<file path="config.mk">
export PLATFORM = sky130hd
export DESIGN_NAME = lcd_seg_driver
export DESIGN_NICKNAME = d
export VERILOG_FILES = /design/src/rtl/lcd_seg_pkg.sv /design/src/rtl/lcd_seg_driver.sv /design/src/rtl/lcd_seg_wave.sv
export VERILOG_INCLUDE_DIRS = /design/src /design/src/rtl
export SDC_FILE = /design/constraint.sdc
export NUM_CORES = 1
export LEC_CHECK = 0
export BUFFER_PORTS_ARGS = -buffer_cell sky130_fd_sc_hd__buf_2
export CORE_MARGIN = 4
export CORE_UTILIZATION = 66
export CTS_BUF_LIST = sky130_fd_sc_hd__clkbuf_4 sky130_fd_sc_hd__clkbuf_8 sky130_fd_sc_hd__clkbuf_16
export CTS_CLUSTER_SIZE = 16
export DETAILED_ROUTE_END_ITERATION = 12
export GPL_ROUTABILITY_DRIVEN = 0
export PLACE_DENSITY = 0.86
export SLEW_MARGIN = 10
export SYNTH_ARGS = -nofsm -noshare
export SYNTH_HDL_FRONTEND = slang
export SYNTH_HIERARCHICAL = 1
export SYNTH_SLANG_ARGS = --single-unit
</file>
<file path="constraint.sdc">
create_clock -name ref_clk -period 10.76 [get_ports ref_clk]
set_input_delay 0.538 -clock ref_clk [delete_from_list [all_inputs] [get_ports ref_clk]]
set_output_delay 0.538 -clock ref_clk [all_outputs]
set_load 0.02 [all_outputs]
</file>
<file path="src/rtl/lcd_seg_defines.svh">
/*
 * Constants for the multiplexed LCD segment driver: register offsets,
 * field positions, reset values and timing counts.
 * Assumes an 8-bit special function register port and a 200 MHz ref_clk.
 */
// Functional notes
// - Drive static, 2-, 3- and 4-mux panels with half or third bias.
// - All panel timing comes from the RTC oscillator, optionally divided.
// - Waveforms are built internally from segment data registers only.
// - Misc control bit 0 starts driving; software sets it last.
// - Sixteen byte registers hold thirty-two nibbles, one per segment pin.
// - Nibble bit n controls the segment on backplane n.
// - Static mode uses only nibble bit 0.
// - 2-, 3-, 4-mux use the low two, three, four bits.
// - A one drives the segment on, a zero drives it off.
// - Clock divider codes 00, 01, 10 divide by 1, 2, 4; 11 reserved.
// - Multiplex select 00..11 chooses static, 2-, 3-, 4-mux.
// - Bias bit clear is third bias, set is half; ignored in static.
// - Blank bit set turns every segment off regardless of data.
`ifndef LCD_SEG_DEFINES_SVH
`define LCD_SEG_DEFINES_SVH

// Register offsets
`define SEG_DATA_0_ADDR       8'h89
`define SEG_DATA_1_ADDR       8'h8a
`define SEG_DATA_2_ADDR       8'h8b
`define SEG_DATA_3_ADDR       8'h8c
`define SEG_DATA_4_ADDR       8'h8d
`define SEG_DATA_5_ADDR       8'h8e
`define SEG_DATA_6_ADDR       8'h91
`define SEG_DATA_7_ADDR       8'h92
`define SEG_DATA_8_ADDR       8'h93
`define SEG_DATA_9_ADDR       8'h94
`define SEG_DATA_10_ADDR      8'h95
`define SEG_DATA_11_ADDR      8'h96
`define SEG_DATA_12_ADDR      8'h97
`define SEG_DATA_13_ADDR      8'h99
`define SEG_DATA_14_ADDR      8'h9a
`define SEG_DATA_15_ADDR      8'h9b
`define PANEL_CONTROL_ADDR    8'h9d
`define PANEL_MISC_ADDR       8'h9e
`define REFRESH_DIV_LOW_ADDR  8'h9f
`define REFRESH_DIV_HIGH_ADDR 8'ha0

// Panel control fields
`define CTL_PANEL_CLOCK_DIVIDER_LSB   5
`define CTL_BLANK_BIT    4
`define CTL_SIZE_BIT     3
`define CTL_MUX_LSB      1
`define CTL_BIAS_BIT     0
`define CTL_WRITE_MASK   8'h7f
`define MISC_ENABLE_BIT  0
`define REG_RESET        8'h00

// Number of data registers and segment pins
`define SEG_REGS         16
`define SEG_PINS         32
`define BACKPLANES       4

// Refresh divider reset value
`define REFRESH_DIV_RESET 16'h0010

`endif

</file>
<file path="src/rtl/lcd_seg_pkg.sv">
/*
 * Types for the multiplexed LCD segment driver.
 * Assumes lcd_seg_defines.svh supplies the numeric constants.
 */
package lcd_seg_pkg;
    // Multiplex select codes
    typedef enum logic [1:0] {
        MUX_STATIC = 2'h0,
        MUX_TWO    = 2'h1,
        MUX_THREE  = 2'h2,
        MUX_FOUR   = 2'h3
    } mux_mode_t;

    // Drive level on a pin: fraction of the panel supply, in sixths
    typedef logic [2:0] drive_level_t;
endpackage

</file>
<file path="src/rtl/lcd_seg_driver.sv">
/*
 * Multiplexed LCD segment driver: SFR register file, RTC clock divider,
 * refresh divider, backplane sequencer and 32 segment pin encoders.
 * Levels are in sixths of the panel supply: 0 and 6 are the rails,
 * 3 is the half-bias midpoint, 2 and 4 the third-bias steps.
 * Each backplane phase is driven twice, normal then inverted, so the
 * glass sees no net DC over a frame.
 * Segment data reaches the pins through a shadow copy taken at each
 * frame end, so a pattern update never tears a frame; while the panel
 * is disabled the shadow simply follows the data registers.
 * Clearing the enable grounds every backplane and segment output on the next edge.
 * Assumes an 8-bit SFR write/read port on ref_clk and an RTC tick
 * input from another clock domain, synchronised here; the RTC period
 * must span several ref_clk cycles for its edges to be seen.
 */
`timescale 1ns/10ps
`include "lcd_seg_defines.svh"
module lcd_seg_driver (
    // Clock and reset
    input  wire logic                ref_clk,
    input  wire logic                rst_n,
    // SFR port
    input  wire logic [7:0]          sfr_addr,
    input  wire logic                sfr_wr,
    input  wire logic                sfr_rd,
    input  wire logic [7:0]          sfr_wdata,
    output logic [7:0]               sfr_rdata_ff,
    // RTC oscillator output
    input  wire logic                rtc_clk_in,
    // Panel drive, levels in sixths of panel supply
    output logic [4*3-1:0]           backplane_level_ff,
    output logic [`SEG_PINS*3-1:0]   segment_level_ff,
    output logic                     size_wide_ff,
    output logic                     panel_active_ff,
    output logic                     frame_start_ff
);
    import lcd_seg_pkg::*;

    // Software-visible registers and the frame shadow
    logic [7:0]   segment_data_ff [`SEG_REGS];
    logic [7:0]   shadow_ff [`SEG_REGS];
    logic [7:0]   panel_control_ff;
    logic [7:0]   panel_misc_ff;
    logic [15:0]  refresh_div_ff;

    // Timing chain
    logic [2:0]   rtc_sync_ff;
    logic         rtc_rise;
    logic [1:0]   panel_clock_divider_cnt_ff;
    logic [15:0]  refresh_cnt_ff;
    logic [1:0]   phase_ff;
    logic         invert_ff;
    logic         lcd_tick;
    logic         step;
    logic         frame_end;
    logic         shadow_load;
    logic [1:0]   last_phase;

    // Register port decode
    logic [4:0]   wr_idx;
    logic [4:0]   rd_idx;
    logic         wr_ctl;
    logic         wr_misc;
    logic         wr_div_lo;
    logic         wr_div_hi;
    logic [7:0]   nxt_rdata;

    // Next values of the output levels
    logic [`SEG_PINS*3-1:0] nxt_seg_level;
    logic [4*3-1:0]         nxt_bp_level;

    // Decoded control fields
    mux_mode_t    mux_mode;
    logic         enabled;
    logic         half_bias;
    logic         blank_all;

    // Decoded control fields
    assign mux_mode  = mux_mode_t'(panel_control_ff[`CTL_MUX_LSB +: 2]);
    assign enabled   = panel_misc_ff[`MISC_ENABLE_BIT];
    assign half_bias = panel_control_ff[`CTL_BIAS_BIT];
    assign blank_all = panel_control_ff[`CTL_BLANK_BIT];

    // Address decode to data register index, 5'h1f when not a data reg
    function automatic logic [4:0] data_index(input logic [7:0] a);
        case (a)
            `SEG_DATA_0_ADDR:  data_index = 5'h00;
            `SEG_DATA_1_ADDR:  data_index = 5'h01;
            `SEG_DATA_2_ADDR:  data_index = 5'h02;
            `SEG_DATA_3_ADDR:  data_index = 5'h03;
            `SEG_DATA_4_ADDR:  data_index = 5'h04;
            `SEG_DATA_5_ADDR:  data_index = 5'h05;
            `SEG_DATA_6_ADDR:  data_index = 5'h06;
            `SEG_DATA_7_ADDR:  data_index = 5'h07;
            `SEG_DATA_8_ADDR:  data_index = 5'h08;
            `SEG_DATA_9_ADDR:  data_index = 5'h09;
            `SEG_DATA_10_ADDR: data_index = 5'h0a;
            `SEG_DATA_11_ADDR: data_index = 5'h0b;
            `SEG_DATA_12_ADDR: data_index = 5'h0c;
            `SEG_DATA_13_ADDR: data_index = 5'h0d;
            `SEG_DATA_14_ADDR: data_index = 5'h0e;
            `SEG_DATA_15_ADDR: data_index = 5'h0f;
            default:           data_index = 5'h1f;
        endcase
    endfunction

    // One decoder serves both directions
    assign wr_idx = data_index(sfr_addr);
    assign rd_idx = data_index(sfr_addr);

    // Write strobes for the control registers
    assign wr_ctl    = sfr_wr && (sfr_addr == `PANEL_CONTROL_ADDR);
    assign wr_misc   = sfr_wr && (sfr_addr == `PANEL_MISC_ADDR);
    assign wr_div_lo = sfr_wr && (sfr_addr == `REFRESH_DIV_LOW_ADDR);
    assign wr_div_hi = sfr_wr && (sfr_addr == `REFRESH_DIV_HIGH_ADDR);

    // Segment data registers written by software
    always_ff @(posedge ref_clk or negedge rst_n) begin
        if (!rst_n) begin
            for (int i = 0; i < `SEG_REGS; i++) begin
                segment_data_ff[i] <= `REG_RESET;
            end
        end else if (sfr_wr && !wr_idx[4]) begin
            segment_data_ff[wr_idx[3:0]] <= sfr_wdata;
        end
    end

    // Control register, reserved bit 7 kept at zero
    always_ff @(posedge ref_clk or negedge rst_n) begin
        if (!rst_n) begin
            panel_control_ff <= `REG_RESET;
        end else if (wr_ctl) begin
            panel_control_ff <= sfr_wdata & `CTL_WRITE_MASK;
        end
    end

    // Misc control register, bit 0 enables driving
    always_ff @(posedge ref_clk or negedge rst_n) begin
        if (!rst_n) begin
            panel_misc_ff <= `REG_RESET;
        end else if (wr_misc) begin
            panel_misc_ff <= sfr_wdata;
        end
    end

    // Refresh divider high and low bytes
    always_ff @(posedge ref_clk or negedge rst_n) begin
        if (!rst_n) begin
            refresh_div_ff <= `REFRESH_DIV_RESET;
        end else if (wr_div_lo) begin
            refresh_div_ff[7:0] <= sfr_wdata;
        end else if (wr_div_hi) begin
            refresh_div_ff[15:8] <= sfr_wdata;
        end
    end

    // Read mux, unmapped addresses read zero
    always_comb begin
        nxt_rdata = 8'h00;
        if (!rd_idx[4]) begin
            nxt_rdata = segment_data_ff[rd_idx[3:0]];
        end else begin
            case (sfr_addr)
                `PANEL_CONTROL_ADDR:    nxt_rdata = panel_control_ff;
                `PANEL_MISC_ADDR:       nxt_rdata = panel_misc_ff;
                `REFRESH_DIV_LOW_ADDR:  nxt_rdata = refresh_div_ff[7:0];
                `REFRESH_DIV_HIGH_ADDR: nxt_rdata = refresh_div_ff[15:8];
                default:                nxt_rdata = 8'h00;
            endcase
        end
    end

    // Read data register, updated on a read strobe
    always_ff @(posedge ref_clk or negedge rst_n) begin
        if (!rst_n) begin
            sfr_rdata_ff <= 8'h00;
        end else if (sfr_rd) begin
            sfr_rdata_ff <= nxt_rdata;
        end
    end

    // RTC input synchroniser and rising edge detect on stages two/three
    always_ff @(posedge ref_clk or negedge rst_n) begin
        if (!rst_n) begin
            rtc_sync_ff <= 3'h0;
        end else begin
            rtc_sync_ff <= {rtc_sync_ff[1:0], rtc_clk_in};
        end
    end

    // Rising RTC edge, read from the synchronised stages only
    assign rtc_rise = rtc_sync_ff[1] & ~rtc_sync_ff[2];

    // Divide RTC edges by 1, 2 or 4; reserved code acts as 4
    always_ff @(posedge ref_clk or negedge rst_n) begin
        if (!rst_n) begin
            panel_clock_divider_cnt_ff <= 2'h0;
        end else if (rtc_rise) begin
            panel_clock_divider_cnt_ff <= panel_clock_divider_cnt_ff + 2'h1;
        end
    end

    // LCD tick: one RTC edge in 1, 2 or 4
    always_comb begin
        lcd_tick = rtc_rise;
        case (panel_control_ff[`CTL_PANEL_CLOCK_DIVIDER_LSB +: 2])
            2'h0:    lcd_tick = lcd_tick;
            2'h1:    lcd_tick = lcd_tick & panel_clock_divider_cnt_ff[0];
            default: lcd_tick = lcd_tick & (&panel_clock_divider_cnt_ff);
        endcase
    end

    // Refresh divider sets ticks per backplane phase
    always_ff @(posedge ref_clk or negedge rst_n) begin
        if (!rst_n) begin
            refresh_cnt_ff <= 16'h0000;
        end else if (!enabled) begin
            refresh_cnt_ff <= 16'h0000;
        end else if (lcd_tick) begin
            refresh_cnt_ff <= step ? 16'h0000 : refresh_cnt_ff + 16'h0001;
        end
    end

    // Last tick of a half-phase
    assign step = lcd_tick && (refresh_cnt_ff >= refresh_div_ff);

    // Highest backplane phase for the mux mode
    always_comb begin
        case (mux_mode)
            MUX_STATIC: last_phase = 2'h0;
            MUX_TWO:    last_phase = 2'h1;
            MUX_THREE:  last_phase = 2'h2;
            MUX_FOUR:   last_phase = 2'h3;
            default:    last_phase = 2'h0;
        endcase
    end

    // Frame ends after the inverted half of the last phase
    assign frame_end = step && invert_ff && (phase_ff >= last_phase);

    // Shadow follows the data while idle, else only at frame end
    assign shadow_load = frame_end || !enabled;

    // Phase sequencer: each phase drives normal then inverted half
    always_ff @(posedge ref_clk or negedge rst_n) begin
        if (!rst_n) begin
            phase_ff  <= 2'h0;
            invert_ff <= 1'b0;
        end else if (!enabled) begin
            phase_ff  <= 2'h0;
            invert_ff <= 1'b0;
        end else if (step) begin
            invert_ff <= ~invert_ff;
            if (invert_ff) begin
                phase_ff <= frame_end ? 2'h0 : phase_ff + 2'h1;
            end
        end
    end

    // Shadow copy of data loaded at frame boundaries and while disabled
    always_ff @(posedge ref_clk or negedge rst_n) begin
        if (!rst_n) begin
            for (int i = 0; i < `SEG_REGS; i++) begin
                shadow_ff[i] <= `REG_RESET;
            end
        end else if (shadow_load) begin
            shadow_ff <= segment_data_ff;
        end
    end

    // Frame start pulse, one cycle after each frame end
    always_ff @(posedge ref_clk or negedge rst_n) begin
        if (!rst_n) begin
            frame_start_ff <= 1'b0;
        end else begin
            frame_start_ff <= frame_end;
        end
    end

    // Enable flag as seen on the pins
    always_ff @(posedge ref_clk or negedge rst_n) begin
        if (!rst_n) begin
            panel_active_ff <= 1'b0;
        end else begin
            panel_active_ff <= enabled;
        end
    end

    // Copy of the panel size select
    always_ff @(posedge ref_clk or negedge rst_n) begin
        if (!rst_n) begin
            size_wide_ff <= 1'b0;
        end else begin
            size_wide_ff <= panel_control_ff[`CTL_SIZE_BIT];
        end
    end

    // One encoder per segment pin, pin n from register n/2
    for (genvar p = 0; p < `SEG_PINS; p++) begin : g_pin
        lcd_seg_wave u_wave (
            .nibble    (shadow_ff[p/2][(p%2)*4 +: 4]),
            .phase     (phase_ff),
            .invert    (invert_ff),
            .mux_mode  (mux_mode),
            .half_bias (half_bias),
            .blank     (blank_all),
            .level     (nxt_seg_level[p*3 +: 3])
        );
    end

    // Backplane levels: selected plane (every plane in static) at an extreme, others at 3 in half bias, 2 or 4 in third bias
    always_comb begin
        for (int b = 0; b < `BACKPLANES; b++) begin
            if (b[1:0] == phase_ff || mux_mode == MUX_STATIC) begin
                nxt_bp_level[b*3 +: 3] = invert_ff ? 3'h0 : 3'h6;
            end else if (half_bias) begin
                nxt_bp_level[b*3 +: 3] = 3'h3;
            end else begin
                nxt_bp_level[b*3 +: 3] = invert_ff ? 3'h4 : 3'h2;
            end
        end
    end

    // Segment pin levels, grounded while disabled
    always_ff @(posedge ref_clk or negedge rst_n) begin
        if (!rst_n) begin
            segment_level_ff <= '0;
        end else if (!enabled) begin
            segment_level_ff <= '0;
        end else begin
            segment_level_ff <= nxt_seg_level;
        end
    end

    // Backplane levels, grounded while disabled
    always_ff @(posedge ref_clk or negedge rst_n) begin
        if (!rst_n) begin
            backplane_level_ff <= '0;
        end else if (!enabled) begin
            backplane_level_ff <= '0;
        end else begin
            backplane_level_ff <= nxt_bp_level;
        end
    end
endmodule // lcd_seg_driver

</file>
<file path="src/rtl/lcd_seg_wave.sv">
/*
 * Waveform encoder for one segment pin: turns a nibble, the current
 * backplane phase and the mode into a drive level in sixths of supply.
 * Assumes phase and mode come from flip-flops on the same clock.
 */
`timescale 1ns/10ps
`include "lcd_seg_defines.svh"
module lcd_seg_wave (
    // Segment data and timing
    input  wire logic [3:0]                nibble,
    input  wire logic [1:0]                phase,
    input  wire logic                      invert,
    // Mode
    input  wire lcd_seg_pkg::mux_mode_t    mux_mode,
    input  wire logic                      half_bias,
    input  wire logic                      blank,
    // Level out
    output logic [2:0]                     level
);
    import lcd_seg_pkg::*;

    logic seg_on;

    // Pick the bit for the active backplane, blank forces off
    always_comb begin
        seg_on = nibble[phase] & ~blank;
        if (mux_mode == MUX_STATIC) begin
            seg_on = nibble[0] & ~blank;
        end
    end

    // Levels in sixths: 0,2,3,4,6 cover 1/3 and 1/2 bias
    always_comb begin
        if (mux_mode == MUX_STATIC) begin
            level = (seg_on ^ invert) ? 3'h0 : 3'h6;
        end else if (half_bias) begin
            level = seg_on ? (invert ? 3'h6 : 3'h0) : 3'h3;
        end else if (seg_on) begin
            level = invert ? 3'h6 : 3'h0;
        end else begin
            level = invert ? 3'h2 : 3'h4;
        end
    end
endmodule // lcd_seg_wave

</file>
==> results of run 1 <==
## state kept, by name, summed over array words and instances (netlist names)
register	cells
panel_clock_divider_cnt_ff	2
shadow_ff	128
size_wide_ff	1
segment_level_ff	96
invert_ff	1
segment_data_ff	128
refresh_cnt_ff	16
panel_control_ff	7
phase_ff	2
backplane_level_ff	12
sfr_rdata_ff	8
frame_start_ff	1
panel_active_ff	1
rtc_sync_ff	3
panel_misc_ff	8
refresh_div_ff	16
## cells in the mapped netlist (46+ instances only)
master / n / share of area
sky130_fd_sc_hd__a21oi_1: 58 / 0.012
sky130_fd_sc_hd__and2_1: 103 / 0.028
sky130_fd_sc_hd__clkbuf_1: 46 / 0.0074
sky130_fd_sc_hd__dfrtp_1: 429 / 0.46
sky130_fd_sc_hd__ha_1: 88 / 0.047
sky130_fd_sc_hd__inv_1: 95 / 0.015
sky130_fd_sc_hd__mux2_2: 233 / 0.11
sky130_fd_sc_hd__mux2_4: 120 / 0.077
sky130_fd_sc_hd__mux2i_1: 74 / 0.032
sky130_fd_sc_hd__nand2_1: 95 / 0.015
sky130_fd_sc_hd__nor2_1: 112 / 0.018
sky130_fd_sc_hd__nor3_1: 102 / 0.022
## final timing paths
check	to	slack, ps	cells after the start
worst max-delay path	shadow_ff[23]$_DFFE_PN0P_	5820	10
worst min-delay path	segment_level_ff[38]$_DFF_PN0_	-1	1
worst max register to register	shadow_ff[23]$_DFFE_PN0P_	5820	10
worst min register to register	rtc_sync_ff[1]$_DFF_PN0_	350	0
max in group asynchronous	phase_ff[1]$_DFFE_PN0P_	9040	2
min in group ref_clk	rtc_sync_ff[0]$_DFF_PN0_	80	1
## layer usage
| layer | global-route usage | share of wire | up-vias |
|---|---|---|---|
| met5 | 0 | 0.00066 | - |
| met4 | 0.110 | 0.040 | 6 |
| met3 | 0.0568 | 0.085 | 195 |
| met2 | 0.516 | 0.48 | 912 |
| met1 | 0.420 | 0.40 | 8651 |
| li1 | - | - | 7600 |
## where the power goes
part	internal, uW	switching, uW	leakage (uW)
registers	1710	95.3	0.00584
clock network	1060	660	0.000834
logic	208	258	0.00567
## worst max-delay path: stages, from the launching register on
cell and delay (ps):
sky130_fd_sc_hd__dfstp_2 550, sky130_fd_sc_hd__inv_1 40, sky130_fd_sc_hd__ha_1 260, sky130_fd_sc_hd__o21ai_0 90
sky130_fd_sc_hd__a211oi_1 380, sky130_fd_sc_hd__a2111oi_4 160, sky130_fd_sc_hd__o21a_4 280, sky130_fd_sc_hd__o21ai_4 720
sky130_fd_sc_hd__buf_4 850, sky130_fd_sc_hd__buf_4 950, sky130_fd_sc_hd__mux2_2 430
## kinds of logic (layout without fill, tap and decap cells)
| kind of cell | Yosys count | in the layout | synth area share |
|---|---|---|---|
| DFF | 430 | 430 | 0.462 |
| other | 0 | 1 | 0 |
| xor gates and xnor gates | 5 | 5 | 0.00220 |
| AOI/OAI and AO/OA | 315 | 315 | 0.0973 |
| muxes | 427 | 427 | 0.222 |
| buffers and inverters | 180 | 337 | 0.0391 |
| adders and majority gates | 88 | 88 | 0.0473 |
| and+or+nand+nor | 583 | 583 | 0.130 |
## final cells by class
type / instances / area share
Multi-Input combinational cell: 1418 / 0.450
Sequential cell: 430 / 0.417
Clock buffer: 68 / 0.0563
Timing Repair Buffer: 157 / 0.0325
Tap cell: 455 / 0.0220
Inverter: 96 / 0.0139
Clock inverter: 16 / 0.00828
Antenna cell: 1 / 0.0000968
## per-stage QoR
step	cells	utilization	total power [uW]	hold slack, ps	instance area [sq um]
final	2641	0.745	3990	-1.33	25900
after global routing	2640	0.745	4120	75.2	25900
after CTS	2640	0.745	4000	67.6	25900
after detailed placement	2556	0.697	2290	345	24200
after global placement	2556	0.697	2250	335	24200
after floorplan	2028	-	2130	242	23300
==> results.rst, run 1 <==
.. list-table::
   :header-rows: 1

   * - Metric
     - Value
   * - Cell at the root of the clock tree
     - sky130_fd_sc_hd__clkbuf_16
   * - Die Footprint
     - 38400 sq um
   * - Total length of routed wires
     - 60700 microns
   * - Final setup skew
     - 14.1 ps
   * - Leading cell types in the layout, fill and taps excluded
     - 421 x sky130_fd_sc_hd__dfrtp_1, 233 x sky130_fd_sc_hd__mux2_2, 138 x sky130_fd_sc_hd__buf_2
   * - Combined area of the multi-input logic cells
     - 11600 sq um
   * - Post-synthesis sequential element count
     - 430
   * - CTS H-tree lvls
     - 2
   * - Worst Setup Start Kind
     - flip-flop
   * - Startpoint of the worst-slack reg-to-reg timing path
     - refresh_div_ff[4]$_DFFE_PN1P_
   * - Buffers inserted by post-CTS timing repair
     - 0
   * - Number of instances in the synthesized netlist
     - 2028
   * - Fmax
     - 0.203 GHz
   * - Sink Count
     - 430
   * - Skew-Pair Late Insertion Delay
     - 560 ps
   * - Overall track demand over capacity in global routing
     - 0.312
   * - Final Worst Setup Slack
     - 5820 ps
   * - Clock period minus worst slack
     - 4940 ps
   * - Resized cells post-CTS
     - 0
   * - Cell Area, Synth
     - 23300 sq um
   * - CP Data Arrival Time
     - 5380 ps
   * - Setup TNS after final layout
     - 0 ps
   * - Number of distinct library cell variants in the gate-level netlist after synthesis
     - 75
   * - Final Max Tran Viols
     - 0
   * - Max-cap violations
     - 0
   * - Wire length of the first global-routing pass
     - 97200 microns
   * - Sequential fraction of the synthesis area
     - 0.462
   * - Row Count
     - 68
   * - Number of vias per cell after detailed routing
     - 6.57
   * - Largest fanout of any net on the critical path
     - 59
   * - NumNets Final
     - 2258
   * - Die span in x
     - 196 microns
   * - CTS tree
     - built
   * - Most common cell after layout, fill and taps aside
     - sky130_fd_sc_hd__dfrtp_1
   * - Violation count after the first detailed-routing iteration
     - 2089
   * - Clock-pin transition on the worst setup and hold timing paths
     - 60 ps
   * - Half-perimeter wire length after detailed placement
     - 39300 microns
   * - Maximum number of pins on one net before global-route repair
     - 121
   * - Global-route congestion overflow total
     - 0
   * - Final-layout worst hold slack
     - -1.33 ps
   * - Standby leakage power
     - 0.0123 uW
   * - Filler Cells Inserted
     - 2221
   * - Start point of the critical path
     - refresh_div_ff[4]$_DFFE_PN1P_
   * - Port Buf Inserts
     - 139
   * - Type of the setup path with the least slack
     - flip-flop to flip-flop
   * - Total nets after synthesis
     - 2137
   * - Setup slack at placement
     - 5880 ps
   * - Max-slew headroom at the worst pin
     - 0.222
   * - Ys async rst share
     - 1.00
   * - Detailed Routing Iterations Pass 1
     - 7
   * - Critical Path RT
     - 11200 ps
   * - Type of element capturing the critical path
     - flip-flop
   * - Worst Max-Slew Pin Slew
     - 1160 ps
   * - Wire per inst
     - 23.0 microns
   * - Max rail drop VDD
     - 0.162 mV
   * - Number of enable flip-flop cells after synthesis
     - 0
   * - Antenna violations before repair
     - 3
   * - Violations in the final reports
     - hold timing
   * - Number of buffers created by CTS
     - 46
   * - Hold violation total from the final report
     - 1
   * - Vias in the first global route
     - 17400
   * - Area growth from synthesis to final layout
     - 11.0%
   * - Unrepaired setup endpoints after global routing
     - false
   * - Worst Hold Class
     - primary input to async pin
   * - Residual antenna-violating net count after detailed routing
     - 0
   * - Top-level port count
     - 140
   * - Pwr per Cell Area
     - 154 nW/um^2
   * - Total via count in the routed design
     - 17400
   * - Height of the chip
     - 196 microns
   * - Mean instance size in the synthesized netlist
     - 11.5 sq um
   * - Sequential Area
     - 10800 sq um
   * - Count of hold buffers inserted by post-cts repair
     - 0
   * - Initial cell density of the core
     - 0.671
   * - Fraction of final layout cells sized beyond drive strength 1
     - 0.290
   * - Main synth FF type
     - sky130_fd_sc_hd__dfrtp_1
   * - Post-detailed-route DRC marker count
     - 0
   * - Count of final setup violators
     - 0
   * - Number of synthesis warnings
     - 6
   * - Core area
     - 34700 sq um
   * - Post-route fraction of the period consumed by the critical path
     - 0.459
   * - Number of buffers between clock root and the deepest sink
     - 3
   * - Result of the run
     - complete, but fails checks
No activity file was read; power rests on OpenSTA's default activity.
==> run 2, diff against run 1 <==
ABC_AREA = 1   (was default)
CORE_UTILIZATION = 56   (was 66)
PLACE_DENSITY = 0.77   (was 0.86)
clock period = 4.1 ns   (was 10.76 ns; I/O delays follow)
==> run 2 against run 1 <==
The flow now finishes without violations. Clock power rose to 2.5 times the previous value. Non-clock buffer count rose by 9. First-iteration DRC count fell by 24%. Sequential cell count did not move. Routed wire length fell by 0.98%. Largest power group unchanged. Highest routed layer unchanged.
==> results.rst, run 2 <==
.. list-table::
   :header-rows: 1

   * - Metric
     - Value
   * - Final Max Tran Viols
     - 0
   * - Wire per inst
     - 16.4 microns
   * - Port Buf Inserts
     - 139
   * - Buffers inserted by post-CTS timing repair
     - 0
   * - Met2 global-route usage
     - 0.433
   * - Die Footprint
     - 45000 sq um
   * - Total nets after synthesis
     - 3111
   * - Count of final setup violators
     - 0
   * - Simple logic cell fraction of the synthesized area
     - 0.299
   * - Total length of routed wires
     - 60100 microns
   * - Antenna violations before repair
     - 3
   * - Max rail drop VDD
     - 0.367 mV
   * - Most common cell after layout, fill and taps aside
     - sky130_fd_sc_hd__nand2_1
   * - R2r setup slk
     - 1150 ps
   * - Fraction of the mapped netlist area in adder cells
     - 0.0472
   * - Net switching fraction of the power
     - 0.265
   * - Number of buffers between clock root and the deepest sink
     - 3
   * - Wire length of the first global-routing pass
     - 99100 microns
   * - Final-layout worst hold slack
     - 212 ps
   * - Main synth FF type
     - sky130_fd_sc_hd__dfrtp_1
   * - CTS tree
     - built
   * - Synthesized-area fraction occupied by ao, oa, aoi and oai cells
     - 0.0915
   * - Clock period minus worst slack
     - 2950 ps
   * - Critical Path RT
     - 4610 ps
   * - Global Route met1 Usage
     - 0.367
   * - Max-cap violations
     - 0
   * - Top-level port count
     - 140
   * - Standby leakage power
     - 0.0140 uW
   * - Row Count
     - 74
   * - Sequential fraction of the synthesis area
     - 0.461
   * - Worst Hold Class
     - primary input to async pin
   * - Post-synthesis share of cell area spent on xor and xnor gates
     - 0.00263
   * - Number of distinct library cell variants in the gate-level netlist after synthesis
     - 44
   * - Unrepaired setup endpoints after global routing
     - false
   * - CTS H-tree lvls
     - 2
   * - Filler Cells Inserted
     - 3447
   * - Largest fanout of any net on the critical path
     - 74
   * - Dominant combinational cell family by area after synthesis
     - simple AND/OR/NAND/NOR gates
   * - Leading cell types in the layout, fill and taps excluded
     - 871 x sky130_fd_sc_hd__nand2_1, 421 x sky130_fd_sc_hd__dfrtp_1, 380 x sky130_fd_sc_hd__inv_1
   * - Clock-pin transition on the worst setup and hold timing paths
     - 60 ps
   * - Post-detailed-route DRC marker count
     - 0
   * - Skew-Pair Late Insertion Delay
     - 580 ps
   * - Cell Area, Synth
     - 23300 sq um
   * - Number of instances in the synthesized netlist
     - 3002
   * - Hold violation total from the final report
     - 0
   * - Combinational group share of total power
     - 0.115
   * - Proportion of synthesized area in mux cells
     - 0.000483
   * - Met3 track demand over resource
     - 0.0469
   * - Flop pwr share
     - 0.455
   * - Violation count after the first detailed-routing iteration
     - 1594
   * - Maximum number of pins on one net before global-route repair
     - 130
   * - Tot Pwr
     - 10200 uW
   * - Post-synthesis sequential element count
     - 430
   * - Final setup skew
     - 14.8 ps
   * - Largest area contributor in the netlist
     - sky130_fd_sc_hd__dfrtp_1
   * - Max-slew headroom at the worst pin
     - 0.215
   * - Worst Setup Start Kind
     - flip-flop
   * - Core area
     - 41000 sq um
   * - Largest registers
     - segment_data_ff (128), shadow_ff (128), segment_level_ff (96)
   * - Vias in the first global route
     - 19900
   * - Post-route fraction of the period consumed by the critical path
     - 0.720
   * - Number of synthesis warnings
     - 6
   * - Net switching power of the design
     - 2690 uW
   * - Type of element capturing the critical path
     - flip-flop
   * - Mean instance size in the synthesized netlist
     - 7.77 sq um
   * - Residual antenna-violating net count after detailed routing
     - 0
   * - Area growth from synthesis to final layout
     - 11.6%
   * - Fmax
     - 0.339 GHz
   * - Setup TNS after final layout
     - 0 ps
   * - Most used standard cells in the synthesized netlist
     - 872 x sky130_fd_sc_hd__nand2_1, 429 x sky130_fd_sc_hd__dfrtp_1, 380 x sky130_fd_sc_hd__inv_1, 165 x sky130_fd_sc_hd__nor2_1, 149 x sky130_fd_sc_hd__o21ai_0
   * - Number of enable flip-flop cells after synthesis
     - 0
   * - Type of the setup path with the least slack
     - flip-flop to flip-flop
   * - Ys async rst share
     - 1.00
   * - Leading post-synthesis cells by cell area
     - sky130_fd_sc_hd__dfrtp_1 46%, sky130_fd_sc_hd__nand2_1 14%, sky130_fd_sc_hd__inv_1 6.1%, sky130_fd_sc_hd__ha_1 4.7%, sky130_fd_sc_hd__o21ai_0 3.2%
   * - Overall track demand over capacity in global routing
     - 0.268
   * - Sink Count
     - 430
   * - Cell with the most instances after synthesis
     - sky130_fd_sc_hd__nand2_1
   * - Half-perimeter wire length after detailed placement
     - 40600 microns
   * - Share of the synthesized area in the top cell type
     - 0.460
   * - Worst Max-Slew Pin Slew
     - 1180 ps
   * - Global-route congestion overflow total
     - 0
   * - NumNets Final
     - 3198
   * - Result of the run
     - finished clean
   * - Count of hold buffers inserted by post-cts repair
     - 3
   * - Initial cell density of the core
     - 0.569
   * - Number of vias per cell after detailed routing
     - 5.56
   * - Total via count in the routed design
     - 20300
   * - Relative contribution of the clock network to total power
     - 0.430
   * - Pwr per Cell Area
     - 390 nW/um^2
   * - Resized cells post-CTS
     - 0
   * - Die span in x
     - 212 microns
   * - CP Data Arrival Time
     - 3460 ps
   * - Detailed Routing Iterations Pass 1
     - 6
   * - Fraction of final layout cells sized beyond drive strength 1
     - 0.155
   * - Cell at the root of the clock tree
     - sky130_fd_sc_hd__clkbuf_16
   * - Number of buffers created by CTS
     - 45
   * - Most Crowded Layer GR
     - met2
   * - Diode insertion count for antenna repair
     - 0
   * - Height of the chip
     - 212 microns
   * - Cell internal power dissipation
     - 7460 uW
run 2: cell types whose count changed after synthesis, sizes merged, moves of 37 or more:
cell   change
a21oi     +56
a31oi     -37
and2      -71
inv      +355
mux2     -352
mux2i     -74
nand2    +819
nand3    +175
nand4     +89
nor2      +87
nor3      -95
o21ai    +172
or2       -37
run 2: final timing paths:
path	depth (start not counted)	to	startpoint
hold / removal	2	shadow_ff[52]$_DFFE_PN0P_	rst_n
setup / recovery	16	shadow_ff[68]$_DFFE_PN0P_	refresh_div_ff[4]$_DFFE_PN1P_
hold reg to reg	0	rtc_sync_ff[1]$_DFF_PN0_	rtc_sync_ff[0]$_DFF_PN0_
min in group ref_clk	2	rtc_sync_ff[0]$_DFF_PN0_	rtc_clk_in
setup reg to reg	16	shadow_ff[68]$_DFFE_PN0P_	refresh_div_ff[4]$_DFFE_PN1P_
max in group asynchronous	3	segment_level_ff[46]$_DFF_PN0_	rst_n
run 2: cell families after synthesis:
family                   count (synthesis)
XOR/XNOR                                 7
AO/OA/AOI/OAI                          393
AND/OR/NAND/NOR                       1507
flip-flops                             430
adder cells (fa/ha/maj)                 88
buffers and inverters                  576
multiplexers                             1
run 2: metrics by stage:
stage | setup slack (ps) | cells | utilization | area, sq um
final | 1150 | 3657 | 0.634 | 26000
after global routing | 880 | 3657 | 0.634 | 26000
after CTS | 1150 | 3657 | 0.634 | 26000
after detailed placement | 930 | 3571 | 0.594 | 24400
after global placement | 1090 | 3571 | 0.594 | 24400
after floorplan | 899 | 3002 | - | 23300
run 2: worst max-delay path, cell delays in order, from the launching register on:
cell                       delay (ps)
sky130_fd_sc_hd__dfstp_2          530
sky130_fd_sc_hd__inv_1             60
sky130_fd_sc_hd__ha_1             270
sky130_fd_sc_hd__nand2_1           40
sky130_fd_sc_hd__o21bai_1         150
sky130_fd_sc_hd__nand2_1           70
sky130_fd_sc_hd__nand2_1           50
sky130_fd_sc_hd__nand2_1           60
sky130_fd_sc_hd__nand2_1           50
sky130_fd_sc_hd__nand2_1           60
sky130_fd_sc_hd__nand2_1           50
sky130_fd_sc_hd__nand2_1           80
sky130_fd_sc_hd__nand4_1          210
sky130_fd_sc_hd__nand2_4          580
sky130_fd_sc_hd__buf_12           350
sky130_fd_sc_hd__nand2_1          130
sky130_fd_sc_hd__nand2_1           80
run 2: final cells by class:
type                    count  area [sq um]  area share
repair buffers            166           978      0.0376
clock inverters            18           238     0.00914
clock buffers              65          1370      0.0526
inverters                 450          1690      0.0649
flip-flops and latches    430         10800       0.414
well taps                 532           666      0.0256
multi-input cells        1996         10300       0.396
run 2: power by group through the flow:
stage | Combinational (uW) | Clock (uW) | Sequential, uW
2_1_floorplan | 737 | 0 | 4690
3_3_place_gp | 1100 | 0 | 4680
3_5_place_dp | 1160 | 0 | 4690
4_1_cts | 1170 | 4440 | 4610
5_1_grt | 1330 | 4620 | 4640
6_report | 1170 | 4370 | 4620
run 2: per-layer routing:
layer | wire length, microns | vias up
met5 | 35 | -
met4 | 1670 | 6
met3 | 4460 | 135
met2 | 28300 | 737
met1 | 25600 | 9739
li1 | - | 9711
